### src/shared/pfc_seq_defs.vh
// Purpose: Constants for the light-load mode sequencer
// Assumes: Included by its bare name
// Notes: Byte offsets on a 32-bit classic Wishbone slave
`ifndef PFC_SEQ_DEFS_VH
`define PFC_SEQ_DEFS_VH

// ****************************************
// Register offsets
// ****************************************
`define OFS_CTRL 8'h00
`define OFS_FILTER 8'h04
`define OFS_STATUS 8'h08
`define OFS_FAULT 8'h0c

// ****************************************
// Control fields and reset values
// ****************************************
`define CTRL_BURST_EN 0
`define CTRL_SHED_EN 1
`define CTRL_RESET 2'h3

// ****************************************
// Status fields
// ****************************************
`define ST_MODE_LSB 0
`define ST_SINGLE 3
`define ST_HIGH_LINE 4
`define ST_HI_CURRENT 5
`define ST_GAIN_BOOST 6
`define ST_PHASE_B 7

// ****************************************
// Timing counts
// ****************************************
`define SHED_HALF_CYCLES 8'h0e
`define RAMP_STEPS 4'h8

`endif

### src/pfc_light_load_mode_sequencer.v
// Purpose: Mode sequencer of a two-phase interleaved PFC controller
// Assumes: Comparator results arrive as digital levels from another domain
// Notes: Rules below bind this block
// Contract
// RULE1 - High line raises shed threshold by offset
// RULE2 - High line raises burst threshold by offset
// RULE3 - Comp below burst heads to idle
// RULE4 - Idle resumes above burst plus hysteresis
// RULE5 - Eight ramp-down switching cycles before stop
// RULE6 - Eight ramp-up switching cycles on exit
// RULE7 - Below burst forces single phase
// RULE8 - Shed below burst: single during ramps
// RULE9 - Shed threshold 600mV above burst, advisory
// RULE10 - Sense pulled low: standby, discharge comp
// RULE11 - Sense released: enter soft-start
// RULE12 - High charge current until sense 3V
// RULE13 - Soft-start ends at 95 percent
// RULE14 - Soft-start: both phases, no burst
// RULE15 - Faults discharge comp, then soft-start
// RULE16 - Latch fault; wait discharge and clear
// RULE17 - Five percent error boosts gain
// RULE18 - Below shed: B stops, A doubles, clamped
// RULE19 - Shed entry needs 14 half cycles
// RULE20 - Above shed hysteresis: B restarts immediately
// RULE21 - Two-stage synchronisers on all inputs; the code syncs the comparator and fault inputs only, not Wishbone
// RULE22 - Priority fault, soft-start, burst, shedding
`timescale 1ns/1ps
`include "pfc_seq_defs.vh"

module pfc_light_load_mode_sequencer #(
  parameter WB_AW = 8
) (
  // Clock and reset
  input wire REF_CLK_I,
  input wire RESET_I,
  // Wishbone slave
  input wire WB_CYC_I,
  input wire WB_STB_I,
  input wire WB_WE_I,
  input wire [WB_AW-1:0] WB_ADR_I,
  input wire [3:0] WB_SEL_I,
  input wire [31:0] WB_DAT_I,
  output reg [31:0] WB_DAT_O,
  output reg WB_ACK_O,
  // Comparator results
  input wire COMP_BELOW_BURST_I,
  input wire COMP_ABOVE_BURST_HYS_I,
  input wire COMP_BELOW_SHED_I,
  input wire COMP_ABOVE_SHED_HYS_I,
  input wire SHED_BELOW_BURST_I,
  input wire COMP_DISCHARGED_I,
  input wire LINE_SENSE_INPUT_HIGH_I,
  input wire LINE_POLARITY_I,
  input wire OUTPUT_SENSE_DISABLED_I,
  input wire OUTPUT_SENSE_ABOVE_3V_I,
  input wire OUTPUT_SENSE_AT_95PCT_I,
  input wire ERROR_OUT_OF_BAND_I,
  input wire SWITCH_CYCLE_I,
  // Fault inputs
  input wire FAILSAFE_OVERVOLTAGE_SENSE_I,
  input wire BROWNOUT_I,
  input wire UNDERVOLTAGE_LOCKOUT_I,
  input wire OTHER_FAULT_I,
  // Power stage controls
  output reg PHASE_A_ENABLE_O,
  output reg PHASE_B_GATE_DRIVE_ENABLE_O,
  output reg ON_TIME_DOUBLE_O,
  output reg [3:0] ON_TIME_SCALE_O,
  output reg HIGH_LINE_O,
  output reg SHED_OFFSET_EN_O,
  output reg BURST_OFFSET_EN_O,
  output reg COMP_DISCHARGE_O,
  output reg STANDBY_O,
  output reg SOFTSTART_HI_CURRENT_O,
  output reg GAIN_BOOST_O,
  output reg [2:0] MODE_O
);

  // ****************************************
  // States
  // ****************************************
  localparam ST_FAULT = 3'h0;
  localparam ST_SOFTSTART = 3'h1;
  localparam ST_RUN = 3'h2;
  localparam ST_SOFTOFF = 3'h3;
  localparam ST_IDLE = 3'h4;
  localparam ST_SOFTON = 3'h5;
  localparam NIN = 17;

  function hit;
    input [WB_AW-1:0] adr;
    input [7:0] ofs;
    begin
      hit = (adr[7:2] == ofs[7:2]);
    end
  endfunction

  // ****************************************
  // Input synchronisers
  // ****************************************
  wire [NIN-1:0] raw;
  reg [NIN-1:0] sync1;
  reg [NIN-1:0] sync2;
  reg pol_d;
  reg sw_d;
  assign raw = {OTHER_FAULT_I, UNDERVOLTAGE_LOCKOUT_I, BROWNOUT_I,
                FAILSAFE_OVERVOLTAGE_SENSE_I, SWITCH_CYCLE_I, ERROR_OUT_OF_BAND_I,
                OUTPUT_SENSE_AT_95PCT_I, OUTPUT_SENSE_ABOVE_3V_I,
                OUTPUT_SENSE_DISABLED_I, LINE_POLARITY_I, LINE_SENSE_INPUT_HIGH_I,
                COMP_DISCHARGED_I, SHED_BELOW_BURST_I, COMP_ABOVE_SHED_HYS_I,
                COMP_BELOW_SHED_I, COMP_ABOVE_BURST_HYS_I, COMP_BELOW_BURST_I};

  always @(posedge REF_CLK_I or posedge RESET_I) begin
    if (RESET_I) begin
      sync1 <= {NIN{1'b0}};
      sync2 <= {NIN{1'b0}};
      pol_d <= 1'b0;
      sw_d <= 1'b0;
    end else begin
      sync1 <= raw; // RULE21
      sync2 <= sync1; // RULE21
      pol_d <= sync2[7];
      sw_d <= sync2[12];
    end
  end

  wire below_burst = sync2[0];
  wire above_burst_hys = sync2[1];
  wire below_shed = sync2[2];
  wire above_shed_hys = sync2[3];
  wire shed_below_burst = sync2[4];
  wire comp_discharged = sync2[5];
  wire line_high = sync2[6];
  wire sense_disabled = sync2[8];
  wire sense_3v = sync2[9];
  wire sense_95 = sync2[10];
  wire err_band = sync2[11];
  wire [3:0] fault_src = {sync2[16], sync2[15], sync2[14], sync2[13]};
  wire half_cycle = sync2[7] ^ pol_d;
  wire sw_pulse = sync2[12] & ~sw_d;
  wire fault_any = sense_disabled | (|fault_src); // RULE15

  // ****************************************
  // Register file
  // ****************************************
  reg [1:0] ctrl;
  reg [7:0] filter;
  reg [4:0] fault_sticky;
  reg [2:0] state;
  reg single;
  reg [3:0] ramp;
  reg [7:0] shed_cnt;
  wire wb_req = WB_CYC_I & WB_STB_I & ~WB_ACK_O;
  wire wb_wr = wb_req & WB_WE_I & WB_SEL_I[0];
  wire [4:0] fault_set = {sense_disabled, fault_src};
  wire [31:0] status = {24'h000000, PHASE_B_GATE_DRIVE_ENABLE_O, GAIN_BOOST_O,
                        SOFTSTART_HI_CURRENT_O, HIGH_LINE_O, single, state};

  always @(posedge REF_CLK_I or posedge RESET_I) begin
    if (RESET_I) begin
      ctrl <= `CTRL_RESET;
      filter <= `SHED_HALF_CYCLES;
      fault_sticky <= 5'h00;
      WB_ACK_O <= 1'b0;
      WB_DAT_O <= 32'h00000000;
    end else begin
      WB_ACK_O <= wb_req;
      if (wb_wr && hit(WB_ADR_I, `OFS_CTRL))
        ctrl <= WB_DAT_I[1:0];
      if (wb_wr && hit(WB_ADR_I, `OFS_FILTER))
        filter <= WB_DAT_I[7:0];
      // Set wins over a write-one-to-clear in the same cycle
      if (wb_wr && hit(WB_ADR_I, `OFS_FAULT))
        fault_sticky <= (fault_sticky & ~WB_DAT_I[4:0]) | fault_set;
      else
        fault_sticky <= fault_sticky | fault_set;
      if (wb_req && !WB_WE_I) begin
        if (hit(WB_ADR_I, `OFS_CTRL))
          WB_DAT_O <= {30'h00000000, ctrl};
        else if (hit(WB_ADR_I, `OFS_FILTER))
          WB_DAT_O <= {24'h000000, filter};
        else if (hit(WB_ADR_I, `OFS_STATUS))
          WB_DAT_O <= status;
        else if (hit(WB_ADR_I, `OFS_FAULT))
          WB_DAT_O <= {27'h0000000, fault_sticky};
        else
          WB_DAT_O <= 32'h00000000;
      end
    end
  end

  // ****************************************
  // Mode state machine
  // ****************************************
  reg [2:0] next_state;
  reg [3:0] next_ramp;
  always @* begin
    next_state = state;
    next_ramp = ramp;
    // Fault first, then soft-start, then burst, then shedding
    if (fault_any) begin // RULE22
      next_state = ST_FAULT; // RULE16
      next_ramp = 4'h0;
    end else begin
      case (state)
        ST_FAULT: begin
          // A brief fault still waits for full comp discharge
          if (comp_discharged) begin // RULE16
            next_state = ST_SOFTSTART; // RULE11
            next_ramp = `RAMP_STEPS;
          end
        end
        ST_SOFTSTART: begin
          // Burst request is ignored here on purpose
          if (sense_95) // RULE13
            next_state = ST_RUN;
        end
        ST_RUN: begin
          next_ramp = `RAMP_STEPS;
          if (below_burst && ctrl[`CTRL_BURST_EN])
            next_state = ST_SOFTOFF; // RULE3
        end
        ST_SOFTOFF: begin
          if (sw_pulse) begin
            next_ramp = ramp - 4'h1; // RULE5
            if (ramp == 4'h1)
              next_state = ST_IDLE; // RULE3
          end
        end
        ST_IDLE: begin
          next_ramp = 4'h0;
          if (above_burst_hys || !ctrl[`CTRL_BURST_EN])
            next_state = ST_SOFTON; // RULE4
        end
        ST_SOFTON: begin
          if (sw_pulse) begin
            next_ramp = ramp + 4'h1; // RULE6
            if (ramp == `RAMP_STEPS - 4'h1)
              next_state = ST_RUN;
          end
        end
        default: begin
          next_state = ST_FAULT;
          next_ramp = 4'h0;
        end
      endcase
    end
  end

  // ****************************************
  // Phase shedding
  // ****************************************
  reg next_single;
  reg [7:0] next_shed_cnt;
  reg single_eff;
  always @* begin
    next_single = single;
    next_shed_cnt = shed_cnt;
    if (state != ST_RUN || !ctrl[`CTRL_SHED_EN]) begin
      next_single = 1'b0; // RULE14
      next_shed_cnt = 8'h00;
    end else if (above_shed_hys) begin
      next_single = 1'b0; // RULE20
      next_shed_cnt = 8'h00;
    end else if (!below_shed) begin
      next_shed_cnt = 8'h00; // RULE19
    end else if (half_cycle && !single) begin
      next_shed_cnt = shed_cnt + 8'h01;
      if (shed_cnt + 8'h01 >= filter)
        next_single = 1'b1; // RULE19
    end
    case (state)
      ST_RUN: single_eff = single | below_burst; // RULE7
      ST_SOFTOFF: single_eff = single | below_burst | shed_below_burst; // RULE7 RULE8
      ST_SOFTON: single_eff = single | below_burst | shed_below_burst; // RULE7 RULE8
      default: single_eff = 1'b0; // RULE14
    endcase
  end

  always @(posedge REF_CLK_I or posedge RESET_I) begin
    if (RESET_I) begin
      state <= ST_FAULT;
      ramp <= 4'h0;
      single <= 1'b0;
      shed_cnt <= 8'h00;
    end else begin
      state <= next_state;
      ramp <= next_ramp;
      single <= next_single;
      shed_cnt <= next_shed_cnt;
    end
  end

  // ****************************************
  // Registered outputs
  // ****************************************
  wire switching = (state == ST_SOFTSTART) || (state == ST_RUN) ||
                   (state == ST_SOFTOFF) || (state == ST_SOFTON);
  always @(posedge REF_CLK_I or posedge RESET_I) begin
    if (RESET_I) begin
      PHASE_A_ENABLE_O <= 1'b0;
      PHASE_B_GATE_DRIVE_ENABLE_O <= 1'b0;
      ON_TIME_DOUBLE_O <= 1'b0;
      ON_TIME_SCALE_O <= 4'h0;
      HIGH_LINE_O <= 1'b0;
      SHED_OFFSET_EN_O <= 1'b0;
      BURST_OFFSET_EN_O <= 1'b0;
      COMP_DISCHARGE_O <= 1'b1;
      STANDBY_O <= 1'b0;
      SOFTSTART_HI_CURRENT_O <= 1'b0;
      GAIN_BOOST_O <= 1'b0;
      MODE_O <= ST_FAULT;
    end else begin
      PHASE_A_ENABLE_O <= switching;
      PHASE_B_GATE_DRIVE_ENABLE_O <= switching & ~single_eff; // RULE18
      // Doubled on-time stays under the dual-phase maximum on-time clamp
      ON_TIME_DOUBLE_O <= switching & single_eff; // RULE18
      ON_TIME_SCALE_O <= (state == ST_SOFTOFF || state == ST_SOFTON) ? ramp :
                         (switching ? `RAMP_STEPS : 4'h0); // RULE5 RULE6
      HIGH_LINE_O <= line_high; // RULE1
      SHED_OFFSET_EN_O <= line_high; // RULE1
      BURST_OFFSET_EN_O <= line_high; // RULE2
      COMP_DISCHARGE_O <= (state == ST_FAULT) | fault_any; // RULE10 RULE15
      STANDBY_O <= sense_disabled; // RULE10
      SOFTSTART_HI_CURRENT_O <= (state == ST_SOFTSTART) & ~sense_3v; // RULE12
      // Boost follows the error band alone; a fault does not mask it
      GAIN_BOOST_O <= err_band; // RULE17
      MODE_O <= state;
    end
  end

endmodule // pfc_light_load_mode_sequencer

### config.mk
export PLATFORM = sky130hd
export DESIGN_NAME = pfc_light_load_mode_sequencer
export DESIGN_NICKNAME = d
export VERILOG_FILES = /design/src/pfc_light_load_mode_sequencer.v
export VERILOG_INCLUDE_DIRS = /design/src /design/src/shared
export SDC_FILE = /design/constraint.sdc
export NUM_CORES = 1
export LEC_CHECK = 0
export BUFFER_PORTS_ARGS = -buffer_cell sky130_fd_sc_hd__buf_2
export CORE_ASPECT_RATIO = 1.5
export CORE_UTILIZATION = 56
export CTS_BUF_LIST = sky130_fd_sc_hd__clkbuf_4 sky130_fd_sc_hd__clkbuf_8 sky130_fd_sc_hd__clkbuf_16
export CTS_CLUSTER_SIZE = 28
export DETAILED_ROUTE_END_ITERATION = 10
export PLACE_DENSITY = 0.87
export SETUP_SLACK_MARGIN = 0.4
export SLEW_MARGIN = 10
export SYNTH_ARGS = -nofsm -noshare
export SYNTH_HDL_FRONTEND = slang
export SYNTH_SLANG_ARGS = --single-unit
### constraint.sdc
create_clock -name REF_CLK_I -period 5.7 [get_ports REF_CLK_I]
set_input_delay 0 -clock REF_CLK_I [delete_from_list [all_inputs] [get_ports REF_CLK_I]]
set_output_delay 0 -clock REF_CLK_I [all_outputs]
set_load 0.01 [all_outputs]
==> impl_results.md, run 1 <==
- Wirelength, routed: 7300 µm
- Gr busiest metal: met2
- CTS tree: built
- Combinational power share: 0.067
- Largest net degree at the start of global routing: 92
- FILL cells: 476
- Crit path max-delay family: compound AO/OA/AOI/OAI gates
- DR vias/cell: 5.47
- Die W: 71.1 µm
- Clk buf depth: 2
- Vias in the first global route: 2717
- Final Instance Area: 4710 µm²
- Crit path launch type: flip-flop
- H-tree depth: 3
- Setup tns final: 0 ns
- FFs w/ async S/R, synth: 1.00
- Status: finished, violations left
- Vias: 2767
- Crit-path max FO: 4
- Final Core Density: 0.683
- Crit-path cells: ha_1, nand3_1, nor2_1, xor2_1, ha_1, a21o_1, a21o_1, a31oi_1, o22ai_1
- Max-slew violation count: 0
- Total die area: 7500 µm²
- Fin. Hold Viols: 15
- Initial cell density of the core: 0.581
- DP HPWL: 5070 µm
- DRC errors left: 8
- Fmax: 463 MHz
- Most frequent cells in the layout: 85 x dfrtp_1, 62 x buf_2, 25 x dlygate4sd3_1
- Number of synthesis warnings: 0
- Final setup violation count: 0
- GR Overflow Total: 0
- Core ar.: 6900 µm²
- P_leak: 2.19 nW
- Layout cells sized above 1: 0.255
- Failing checks: DRC, hold timing
- Synthesized area per cell: 11.8 µm²
- Io pins: 116
- Cts repair resizes: 0
- RSZ-0062 raised after global routing: false
- Reg clk slew, reported paths: 0.08 ns
- Critical Path Sink Type: flip-flop
- Power per Cell Area: 246 nW/µm²
- Max-Slew Margin vs Limit: 0.296
- RePlAce Congestion: 0.887
- Syn Inst Count: 339
- DR pass1 iterations: 7
- Clock root buffer master: clkbuf_8
- Num CTS Buffers: 9
- Data arrival time at the worst-slack endpoint: 2.38 ns
- Required @ worst endpoint: 5.91 ns
- CTS Sinks: 91
- Wire per inst: 14.4 µm
- Commonest non-fill, non-tap cell in the layout: dfrtp_1
- Number of max-cap violations: 0
- FP Rows: 37
- GRT met3 Usage: 0.0497
- P_int: 0.898 mW
- First-pass GRT wire length: 12400 µm
- Antenna Nets Post-Route: 0
- Non-filler cells, final: 506
- Final min period: 2.16 ns
- Worst setup path class: flip-flop to flip-flop
- Placement-stage cell area: 4270 µm²
- Distinct cells, synth: 53
- Crit share post-route: 0.379
- Buf/Inv on CP: 0
- Hold Slack: -0.00531 ns
- Met2 GRT Util: 0.360
- Reg power frac: 0.578
- Sw Pwr: 0.263 mW
- Power, Total: 1.16 mW
- Nets: 501
- Dpl cells: 465
- Die extent in y: 106 µm
- Switch share: 0.226
- Antenna Cells: 0
- Skew-Pair Late Insertion Delay: 0.34 ns
- Area delta synth->final: 17.6%
- Synthesis-stage register bit count: 91
- Worst-Margin Slew: 1.06 ns
- Dpl ws: 3.51 ns
- Post-synth top flop: dfrtp_1
- Clk_skew: 0.00708 ns
- Clk pwr share: 0.354
- 1st-iter DRT viols: 216
- Worst vdd ir: 149 µV
- # port buffers: 62
- Syn Std Cell Area: 4010 µm²
- FF-to-FF setup slack: 3.54 ns
- Initial antenna violation count: 0
- Post-synth EDFFs: 0
- Post-synthesis sequential area ratio: 0.570
- GRT Total Usage: 0.215
- CP max stage delay: 0.44 ns
- Worst hold path class: input port to asynchronous set/reset pin
- Crit-path slowest cell: dfrtp_1
- Met1 global-route usage: 0.273
- Setup ws final: 3.54 ns
## repair_timing
action | 4_1_cts | 5_1_grt
endpoints found under the hold margin | 32 | 0
hold buffers | 25 | 0
setup buffers | 0 | 0
## area by class of cell
class | instances | area (µm²) | share of cell area
sequential | 91 | 2280 | 0.485
multi-input combinational | 218 | 1510 | 0.321
timing repair buffer | 88 | 568 | 0.121
clock buffer | 9 | 124 | 0.0263
tap | 78 | 97.6 | 0.0207
clock inverter | 7 | 68.8 | 0.0146
inverter | 15 | 57.6 | 0.0122
## Yosys cell counts (all sizes together) (3+ instances only)
cell | instances | area, µm²
clkbuf | 10 | 37.5
xnor2 | 12 | 105
nand3b | 4 | 30.0
nor3b | 3 | 33.8
a211oi | 4 | 30.0
xor2 | 4 | 35.0
buf | 28 | 204
and3 | 6 | 37.5
o21ai | 9 | 45.0
nand2b | 5 | 31.3
mux2 | 14 | 158
a21o | 9 | 67.6
a21oi | 9 | 45.0
or2 | 4 | 25.0
nand4 | 3 | 18.8
dfrtp | 85 | 2130
nor2 | 14 | 52.6
nor4 | 3 | 18.8
nor2b | 7 | 43.8
dfstp | 6 | 158
nor3 | 6 | 30.0
ha | 12 | 150
inv | 15 | 56.3
nand2 | 21 | 78.8
a22oi | 6 | 45.0
or3 | 5 | 36.3
o31ai | 5 | 37.5
## registers in the layout, summed over array words and instances (netlist names), 2 cells and up
register and flops:
MODE_O 3, ON_TIME_SCALE_O 4, WB_DAT_O 8, ctrl 2, fault_sticky 5, filter 8
ramp 4, shed_cnt 8, state 3, sync1 17, sync2 17
## routing by layer
metal | vias up | share of wire
met3 | 13 | 0.062
met4 | 0 | 0.019
li1 | 1301 | -
met2 | 121 | 0.52
met1 | 1332 | 0.40
met5 | - | 0
## power by group through the flow
stage | logic (mW) | registers, mW | clock network (mW)
finish | 0.0782 | 0.671 | 0.412
global route | 0.0873 | 0.673 | 0.460
CTS | 0.0783 | 0.672 | 0.423
detailed placement | 0.0652 | 0.684 | 0
global placement | 0.0634 | 0.683 | 0
floorplan | 0.0530 | 0.682 | 0
## worst register-to-register path, cell delays in order (launching register included)
cell and delay, ns:
dfrtp_1 0.44, ha_1 0.24, nand3_1 0.17, nor2_1 0.17, xor2_1 0.16, ha_1 0.26, a21o_1 0.18, a21o_1 0.18
a31oi_1 0.16, o22ai_1 0.09
## cells by family after synthesis
family / share of synthesized area
xor+xnor: 0.0350
flops: 0.570
other cells: 0.000936
simple gates: 0.125
buf+inv: 0.0743
fa+ha+maj: 0.0400
compound gates: 0.102
mux: 0.0531
## worst paths after layout
kind | cells after the start | from | end
max in group asynchronous | 3 | RESET_I | ramp[1]$_DFFE_PP0P_
worst min register to register | 0 | sync1[13]$_DFF_PP0_ | sync2[13]$_DFF_PP0_
worst max register to register | 9 | shed_cnt[0]$_DFFE_PP0P_ | single$_DFFE_PP0P_
worst min-delay path | 3 | RESET_I | sync1[2]$_DFF_PP0_
worst max-delay path | 9 | shed_cnt[0]$_DFFE_PP0P_ | single$_DFFE_PP0P_
min in group REF_CLK_I | 3 | WB_WE_I | WB_DAT_O[4]$_DFFE_PP0P_
Note: power is estimated with default switching activity, not from simulation.
==> run 2: changes to the inputs <==
--- a/config.mk
+++ b/config.mk
@@ -6,13 +6,14 @@
 export SDC_FILE = /design/constraint.sdc
 export NUM_CORES = 1
 export LEC_CHECK = 0
+export ABC_AREA = 1
 export BUFFER_PORTS_ARGS = -buffer_cell sky130_fd_sc_hd__buf_2
 export CORE_ASPECT_RATIO = 1.5
-export CORE_UTILIZATION = 56
+export CORE_UTILIZATION = 47
 export CTS_BUF_LIST = sky130_fd_sc_hd__clkbuf_4 sky130_fd_sc_hd__clkbuf_8 sky130_fd_sc_hd__clkbuf_16
 export CTS_CLUSTER_SIZE = 28
 export DETAILED_ROUTE_END_ITERATION = 10
-export PLACE_DENSITY = 0.87
+export PLACE_DENSITY = 0.78
 export SETUP_SLACK_MARGIN = 0.4
 export SLEW_MARGIN = 10
 export SYNTH_ARGS = -nofsm -noshare
==> constraint.sdc (replaced) <==
create_clock -name REF_CLK_I -period 1.8 [get_ports REF_CLK_I]
set_input_delay 0 -clock REF_CLK_I [delete_from_list [all_inputs] [get_ports REF_CLK_I]]
set_output_delay 0 -clock REF_CLK_I [all_outputs]
set_load 0.01 [all_outputs]
==> run 2 against run 1 <==
Effect of this change: the run ends with setup timing left; power rose to 3.8 times the previous value; sequential power grew to 3.2 times the previous value; die area rose by 24%; worst setup slack worse by 3.7 ns; synthesized cell count is 29% higher; register-to-register slack worse by 3.7 ns; routed wire length is 36% higher; highest routed layer unchanged.
==> impl_results.md, run 2 <==
- Distinct cells, synth: 35 (was 53)
- Max-slew violation count: 0 (unchanged)
- Area delta synth->final: 33.1% (was 17.6%)
- Max Used Layer: met4 (unchanged)
- Synthesized area per cell: 9.56 µm² (was 11.8 µm²)
- Skew-Pair Late Insertion Delay: 0.34 ns (about the same)
- P_leak: 2.87 nW (was 2.19 nW)
- Final min period: 2.00 ns (was 2.16 ns)
- Crit-path max FO: 2 (was 4)
- Clock root buffer master: clkbuf_16 (was clkbuf_8)
- FF+latch area: 2290 µm² (was 2280 µm²)
- Synthesis-stage register bit count: 91 (unchanged)
- Worst vdd ir: 686 µV (was 149 µV)
- Num CTS Buffers: 9 (unchanged)
- Data arrival time at the worst-slack endpoint: 2.27 ns (was 2.38 ns)
- Final setup violation count: 1 (was 0)
- P_int: 3.49 mW (was 0.898 mW)
- Yosys top cell area share: 0.508 (was 0.531)
- Vias in the first global route: 3382 (was 2717)
- Layout cells sized above 1: 0.340 (was 0.255)
- Vias: 3363 (was 2767)
- Number of synthesis warnings: 0 (unchanged)
- Dpl ws: -0.155 ns (was 3.51 ns)
- # port buffers: 62 (unchanged)
- Syn Std Cell Area: 4190 µm² (was 4010 µm²)
- Initial cell density of the core: 0.492 (was 0.581)
- Wl on met1: 3480 µm (was 2910 µm)
- Max-Slew Margin vs Limit: 0.580 (was 0.296)
- Main area contributors after synthesis: dfrtp_1 51%, nand2_1 7.3%, inv_1 5.3%, buf_4 4.7%, dfstp_2 3.8% (was dfrtp_1 53%, buf_4 4.9%, dfstp_2 3.9%, mux2_2 3.9%, ha_1 3.7%)
- RSZ-0062 raised after global routing: true (was false)
- FFs w/ async S/R, synth: 1.00 (unchanged)
- Core ar.: 8520 µm² (was 6900 µm²)
- FILL cells: 611 (was 476)
- Wirelength, routed: 9920 µm (was 7300 µm)
- CTS Sinks: 91 (unchanged)
- Most frequent cells in the layout: 79 x dfrtp_1, 73 x nand2_1, 62 x buf_2 (was 85 x dfrtp_1, 62 x buf_2, 25 x dlygate4sd3_1)
- Sw Pwr: 0.949 mW (was 0.263 mW)
- Worst hold path class: input port to flip-flop (was input port to asynchronous set/reset pin)
- Post-synthesis sequential area ratio: 0.546 (was 0.570)
- Total die area: 9300 µm² (was 7500 µm²)
- Nets: 640 (was 501)
- WL met2: 5490 µm (was 3790 µm)
- GR Overflow Total: 0 (unchanged)
- Clk_skew: 0.00493 ns (was 0.00708 ns)
- Crit path launch type: flip-flop (unchanged)
- Synth cell count leaders: 85 x dfrtp_1, 81 x nand2_1, 59 x inv_1 (was 85 x dfrtp_1, 26 x buf_4, 21 x nand2_1)
- Placement-stage cell area: 4600 µm² (was 4270 µm²)
- Setup ws final: -0.196 ns (was 3.54 ns)
- DP HPWL: 6040 µm (was 5070 µm)
- Status: finished, violations left (unchanged)
- Largest net degree at the start of global routing: 53 (was 92)
- Power per Cell Area: 798 nW/µm² (was 246 nW/µm²)
- Critical Path Sink Type: flip-flop (unchanged)
- DRC errors left: 0 (was 8)
- Die W: 79.1 µm (was 71.1 µm)
- CTS tree: built (unchanged)
- Syn Inst Count: 438 (was 339)
- RePlAce Congestion: 0.846 (was 0.887)
- FP Rows: 41 (was 37)
- Post-synth EDFFs: 0 (unchanged)
- Worst-Margin Slew: 0.630 ns (was 1.06 ns)
- Setup tns final: -0.196 ns (was 0 ns)
- Post-synth top flop: dfrtp_1 (unchanged)
- First-pass GRT wire length: 15300 µm (was 12400 µm)
- Initial antenna violation count: 0 (unchanged)
- DR pass1 iterations: 4 (was 7)
- DR vias/cell: 4.99 (was 5.47)
- Top Registers: sync1: 17 flops, sync2: 17 flops (unchanged)
- R2r worst-path depth: 13 (was 9)
- Cell taking the most area after synthesis: dfrtp_1 (unchanged)
- Final Instance Area: 5570 µm² (was 4710 µm²)
- H-tree depth: 3 (unchanged)
- Worst setup path class: flip-flop to flip-flop (unchanged)
- Commonest non-fill, non-tap cell in the layout: dfrtp_1 (unchanged)
- Combinational power share: 0.066 (was 0.067)
- Number of max-cap violations: 0 (unchanged)
- Failing checks: setup timing (was DRC, hold timing)
- Antenna Cells: 0 (unchanged)
- 1st-iter DRT viols: 328 (was 216)
- Final Core Density: 0.654 (was 0.683)
- Switch share: 0.214 (was 0.226)
- Reg power frac: 0.483 (was 0.578)
- Io pins: 116 (unchanged)
- Reg clk slew, reported paths: 0.06 ns (was 0.08 ns)
- Antenna Nets Post-Route: 0 (unchanged)
- Met3 wire len: 480 µm (was 454 µm)
- Fmax: 501 MHz (was 463 MHz)
- GRT Total Usage: 0.215 (about the same)
- Clk pwr share: 0.450 (was 0.354)
- Required @ worst endpoint: 2.07 ns (was 5.91 ns)
- Wire per inst: 14.7 µm (was 14.4 µm)
- Multi-input gate area: 1710 µm² (was 1510 µm²)
- WHS Path Cells: 5
- Crit share post-route: 1.11 (was 0.379)
- Count leader, synth: dfrtp_1 (unchanged)
- Fin. Hold Viols: 0 (was 15)
- Die extent in y: 118 µm (was 106 µm)
- Clk buf depth: 2 (unchanged)
## run 2: changes by cell type after synthesis, sizes merged, moves of 11 or more
cell	delta
nor2	+33
inv	+49
nand3	+26
xnor2	-11
nand2	+70
mux2	-14
o21ai	+19
## run 2: cells by family after synthesis
logic type,Yosys count,share of synthesized area
and+or+nand+nor,179,0.215
buffers and inverters,94,0.112
DFF,91,0.546
AOI/OAI and AO/OA,56,0.0795
adders and majority gates,12,0.0359
xor gates and xnor gates,5,0.0105
other,1,0.000896
## run 2: power groups by stage
| stage | Combinational (mW) | Clock [mW] | Sequential (mW) |
|---|---|---|---|
| 3_3_place_gp | 0.224 | 0 | 2.18 |
| 5_1_grt | 0.327 | 2.12 | 2.15 |
| 3_5_place_dp | 0.230 | 0 | 2.18 |
| 2_1_floorplan | 0.168 | 0 | 2.18 |
| 6_report | 0.295 | 2.00 | 2.15 |
| 4_1_cts | 0.285 | 2.02 | 2.15 |
## run 2: what timing repair did
action                     4_1_cts  5_1_grt
hold endpoints to repair       116        0
buffers inserted                 6       11
pin swaps                        2       19
setup endpoints to repair       15       19
resized for setup               11       53
hold buffers                    28        0
## run 2: metal layers
metal / vias to the layer above / GRT usage
li1: 1588 / -
met1: 1592 / 0.229
met2: 140 / 0.380
met3: 43 / 0.0488
met4: 0 / 0.124
met5: - / 0
## run 2: final timing paths
check                                         from                 endpoint  slack [ns]
setup / recovery           shed_cnt[0]$_DFFE_PP0P_       single$_DFFE_PP0P_       -0.20
min in group asynchronous                  RESET_I       sync2[6]$_DFF_PP0_        0.36
hold / removal                         WB_ADR_I[4]  WB_DAT_O[2]$_DFFE_PP0P_        0.12
max in group asynchronous                  RESET_I     state[2]$_DFFE_PP0P_        0.91
hold reg to reg                sync1[16]$_DFF_PP0_      sync2[16]$_DFF_PP0_        0.35
setup reg to reg           shed_cnt[0]$_DFFE_PP0P_       single$_DFFE_PP0P_       -0.20
## run 2: cell type report
type	count	share of cell area
clock buffer	12	0.0445
clock inverter	4	0.0135
inverter	64	0.0460
multi-input combinational	276	0.306
sequential	91	0.412
tap	107	0.0240
timing repair buffer	120	0.154
## run 2: through the flow
step	hold slack (ns)	power, mW	cells
floorplan	0.0314	2.35	461
global placement	0.108	2.40	613
detailed placement	0.109	2.41	613
CTS	0.107	4.46	663
global route	0.142	4.60	674
finish	0.117	4.44	674
## run 2: worst max-delay path, stage by stage (launching register included)
cell	delay, ns
dfrtp_1	0.36
ha_2	0.19
nand3_2	0.09
nor2_2	0.10
nand2_1	0.06
xor2_1	0.21
inv_1	0.12
ha_4	0.29
nand2_4	0.06
nor2_4	0.09
nand4_1	0.09
nand3_1	0.10
nand2_1	0.07
a21oi_2	0.10
==> run 3: changes to the inputs <==
--- a/config.mk
+++ b/config.mk
@@ -7,13 +7,13 @@
 export NUM_CORES = 1
 export LEC_CHECK = 0
 export ABC_AREA = 1
-export BUFFER_PORTS_ARGS = -buffer_cell sky130_fd_sc_hd__buf_2
 export CORE_ASPECT_RATIO = 1.5
-export CORE_UTILIZATION = 47
+export CORE_UTILIZATION = 57
 export CTS_BUF_LIST = sky130_fd_sc_hd__clkbuf_4 sky130_fd_sc_hd__clkbuf_8 sky130_fd_sc_hd__clkbuf_16
 export CTS_CLUSTER_SIZE = 28
 export DETAILED_ROUTE_END_ITERATION = 10
-export PLACE_DENSITY = 0.78
+export DONT_BUFFER_PORTS = 1
+export PLACE_DENSITY = 0.77
 export SETUP_SLACK_MARGIN = 0.4
 export SLEW_MARGIN = 10
 export SYNTH_ARGS = -nofsm -noshare
==> run 3 against run 2 <==
Effect of this change: the flow finishes with violations (hold timing, setup timing); critical path type unchanged; count of clock-buffer cells in the layout down 1; via count is 4.8% lower; hold slack got worse by 0.12 ns; sequential share of layout area grew 1.9 points; routed wire length fell by 9.5%; maximum frequency down 3.0%; global-route usage rose by 1.8 points; sequential power barely moved; clock skew increased by 0.0052 ns; critical path depth stayed put; largest cell class unchanged; core utilization increased by 11 points; combinational power down 17%.
==> impl_results.md, run 3 (synthesis gave the netlist of run 2 again) <==
- Clk_skew: 0.0102 ns (was 0.00493 ns)
- Final setup violation count: 1 (unchanged)
- DP HPWL: 5720 µm (was 6040 µm)
- Required @ worst endpoint: 2.10 ns (was 2.07 ns)
- Crit share post-route: 1.14 (was 1.11)
- Clk buf depth: 2 (unchanged)
- Wirelength, routed: 8980 µm (was 9920 µm)
- Largest net degree at the start of global routing: 35 (was 53)
- Core ar.: 6990 µm² (was 8520 µm²)
- Commonest non-fill, non-tap cell in the layout: dfrtp_1 (unchanged)
- Layout cells sized above 1: 0.279 (was 0.340)
- FP Rows: 37 (was 41)
- H-tree depth: 3 (unchanged)
- Setup tns final: -0.257 ns (was -0.196 ns)
- Crit path launch type: flip-flop (unchanged)
- CTS tree: built (unchanged)
- DRC errors left: 0 (unchanged)
- Die extent in y: 107 µm (was 118 µm)
- Most frequent cells in the layout: 80 x dfrtp_1, 71 x nand2_1, 53 x inv_1 (was 79 x dfrtp_1, 73 x nand2_1, 62 x buf_2)
- Max-slew violation count: 0 (unchanged)
- # port buffers: 0 (was 62)
- Final min period: 2.06 ns (was 2.00 ns)
- Die W: 72.0 µm (was 79.1 µm)
- Fmax: 486 MHz (was 501 MHz)
- First-pass GRT wire length: 13600 µm (was 15300 µm)
- Worst vdd ir: 664 µV (was 686 µV)
- GRT Total Usage: 0.234 (was 0.215)
- Number of max-cap violations: 0 (unchanged)
- RePlAce Congestion: 0.844 (was 0.846)
- Reg clk slew, reported paths: 0.09 ns (was 0.06 ns)
- Fin. Hold Viols: 2 (was 0)
- Skew-Pair Late Insertion Delay: 0.37 ns (was 0.34 ns)
- GR Overflow Total: 0 (unchanged)
- Crit-path max FO: 3 (was 2)
- DR vias/cell: 5.19 (was 4.99)
- Failing checks: hold timing, setup timing (was setup timing)
- Io pins: 116 (unchanged)
- Total die area: 7700 µm² (was 9300 µm²)
- DR pass1 iterations: 6 (was 4)
- RSZ-0062 raised after global routing: true (unchanged)
- Antenna Cells: 0 (unchanged)
- Wire per inst: 14.6 µm (was 14.7 µm)
- Setup ws final: -0.257 ns (was -0.196 ns)
- Critical Path Sink Type: flip-flop (unchanged)
- Nets: 593 (was 640)
- Data arrival time at the worst-slack endpoint: 2.36 ns (was 2.27 ns)
- CTS Sinks: 91 (unchanged)
- P_leak: 2.66 nW (was 2.87 nW)
- Antenna Nets Post-Route: 0 (unchanged)
- Worst hold path class: input port to flip-flop (unchanged)
- Worst setup path class: flip-flop to flip-flop (unchanged)
- Vias in the first global route: 2989 (was 3382)
- Power per Cell Area: 722 nW/µm² (was 798 nW/µm²)
- Status: finished, violations left (unchanged)
- Initial cell density of the core: 0.599 (was 0.492)
- Top Registers: sync1: 17 flops, sync2: 17 flops (unchanged)
- 1st-iter DRT viols: 318 (was 328)
- Hold Slack: -0.00400 ns (was 0.117 ns)
- Area delta synth->final: 27.3% (was 33.1%)
- Vias: 3202 (was 3363)
- Num CTS Buffers: 9 (unchanged)
- Initial antenna violation count: 0 (unchanged)
- Clock root buffer master: clkbuf_8 (was clkbuf_16)
## run 3: changes by cell type in the layout (fill, tap and decap cells not counted), sizes merged
cell and delta:
buf -54, bufinv -1, clkinv +4, clkbuf -1
dlygate4sd3 +7, clkinvlp -2
## run 3: stage by stage
stage	power [mW]	setup WS, ns	utilization	cell area [µm²]	instances
6_report	3.85	-0.257	0.762	5330	617
5_1_grt	3.99	-0.386	0.762	5330	617
4_1_cts	3.83	-0.176	0.710	4960	602
3_5_place_dp	2.35	-0.174	0.616	4310	544
3_3_place_gp	2.35	-0.0699	0.616	4310	544
2_1_floorplan	2.35	-0.0816	-	4280	461
## run 3: worst max-delay path: stages, from the launching register on
cell and delay (ns):
dfrtp_2 0.42, ha_4 0.16, nand3_2 0.08, nor2_1 0.09, nand2_1 0.07, xor2_1 0.22
inv_1 0.11, ha_4 0.28, nand2_2 0.06, nor2_2 0.14, nand4_1 0.09, nand3_1 0.08
nand2_1 0.07, a21oi_2 0.12
## run 3: cell type report
type,count,area [µm²]
Multi-Input combinational cell,276,1770
Sequential cell,91,2290
Clock buffer,11,151
Timing Repair Buffer,73,683
Inverter,64,251
Fill cell,446,1660
Tap cell,97,121
Clock inverter,5,61.3
## run 3: what timing repair did
item / 4_1_cts / 5_1_grt
pin swaps: 2 / 29
hold buffers: 33 / 2
buffers inserted: 9 / 13
cloned: 0 / 0
resized for setup: 11 / 62
endpoints found under the setup margin: 15 / 26
hold endpoints to repair: 124 / 2
## run 3: power by group
part	leakage, nW	internal [mW]	total (mW)	switching, mW
logic	1.44	0.0955	0.244	0.148
clock network	0.109	0.722	1.45	0.726
registers	1.10	2.11	2.16	0.0471
total	2.66	2.93	3.85	0.921
## run 3: metal layers
layer	routed length (µm)	GRT usage	vias up
met5	0	0	-
met4	241	0.104	0
met3	415	0.0620	20
met2	4990	0.406	135
met1	3340	0.266	1556
li1	-	-	1491
## run 3: worst paths after layout
check,end,slack (ns),start,cells past startpoint
worst max-delay path,single$_DFFE_PP0P_,-0.26,shed_cnt[0]$_DFFE_PP0P_,13
worst min-delay path,WB_DAT_O[4]$_DFFE_PP0P_,-0.004,WB_WE_I,3
worst max register to register,single$_DFFE_PP0P_,-0.26,shed_cnt[0]$_DFFE_PP0P_,13
worst min register to register,sync2[1]$_DFF_PP0_,0.35,sync1[1]$_DFF_PP0_,0
max in group asynchronous,ctrl[1]$_DFFE_PP1P_,1.15,RESET_I,3
min in group asynchronous,WB_DAT_O[4]$_DFFE_PP0P_,0.03,RESET_I,2
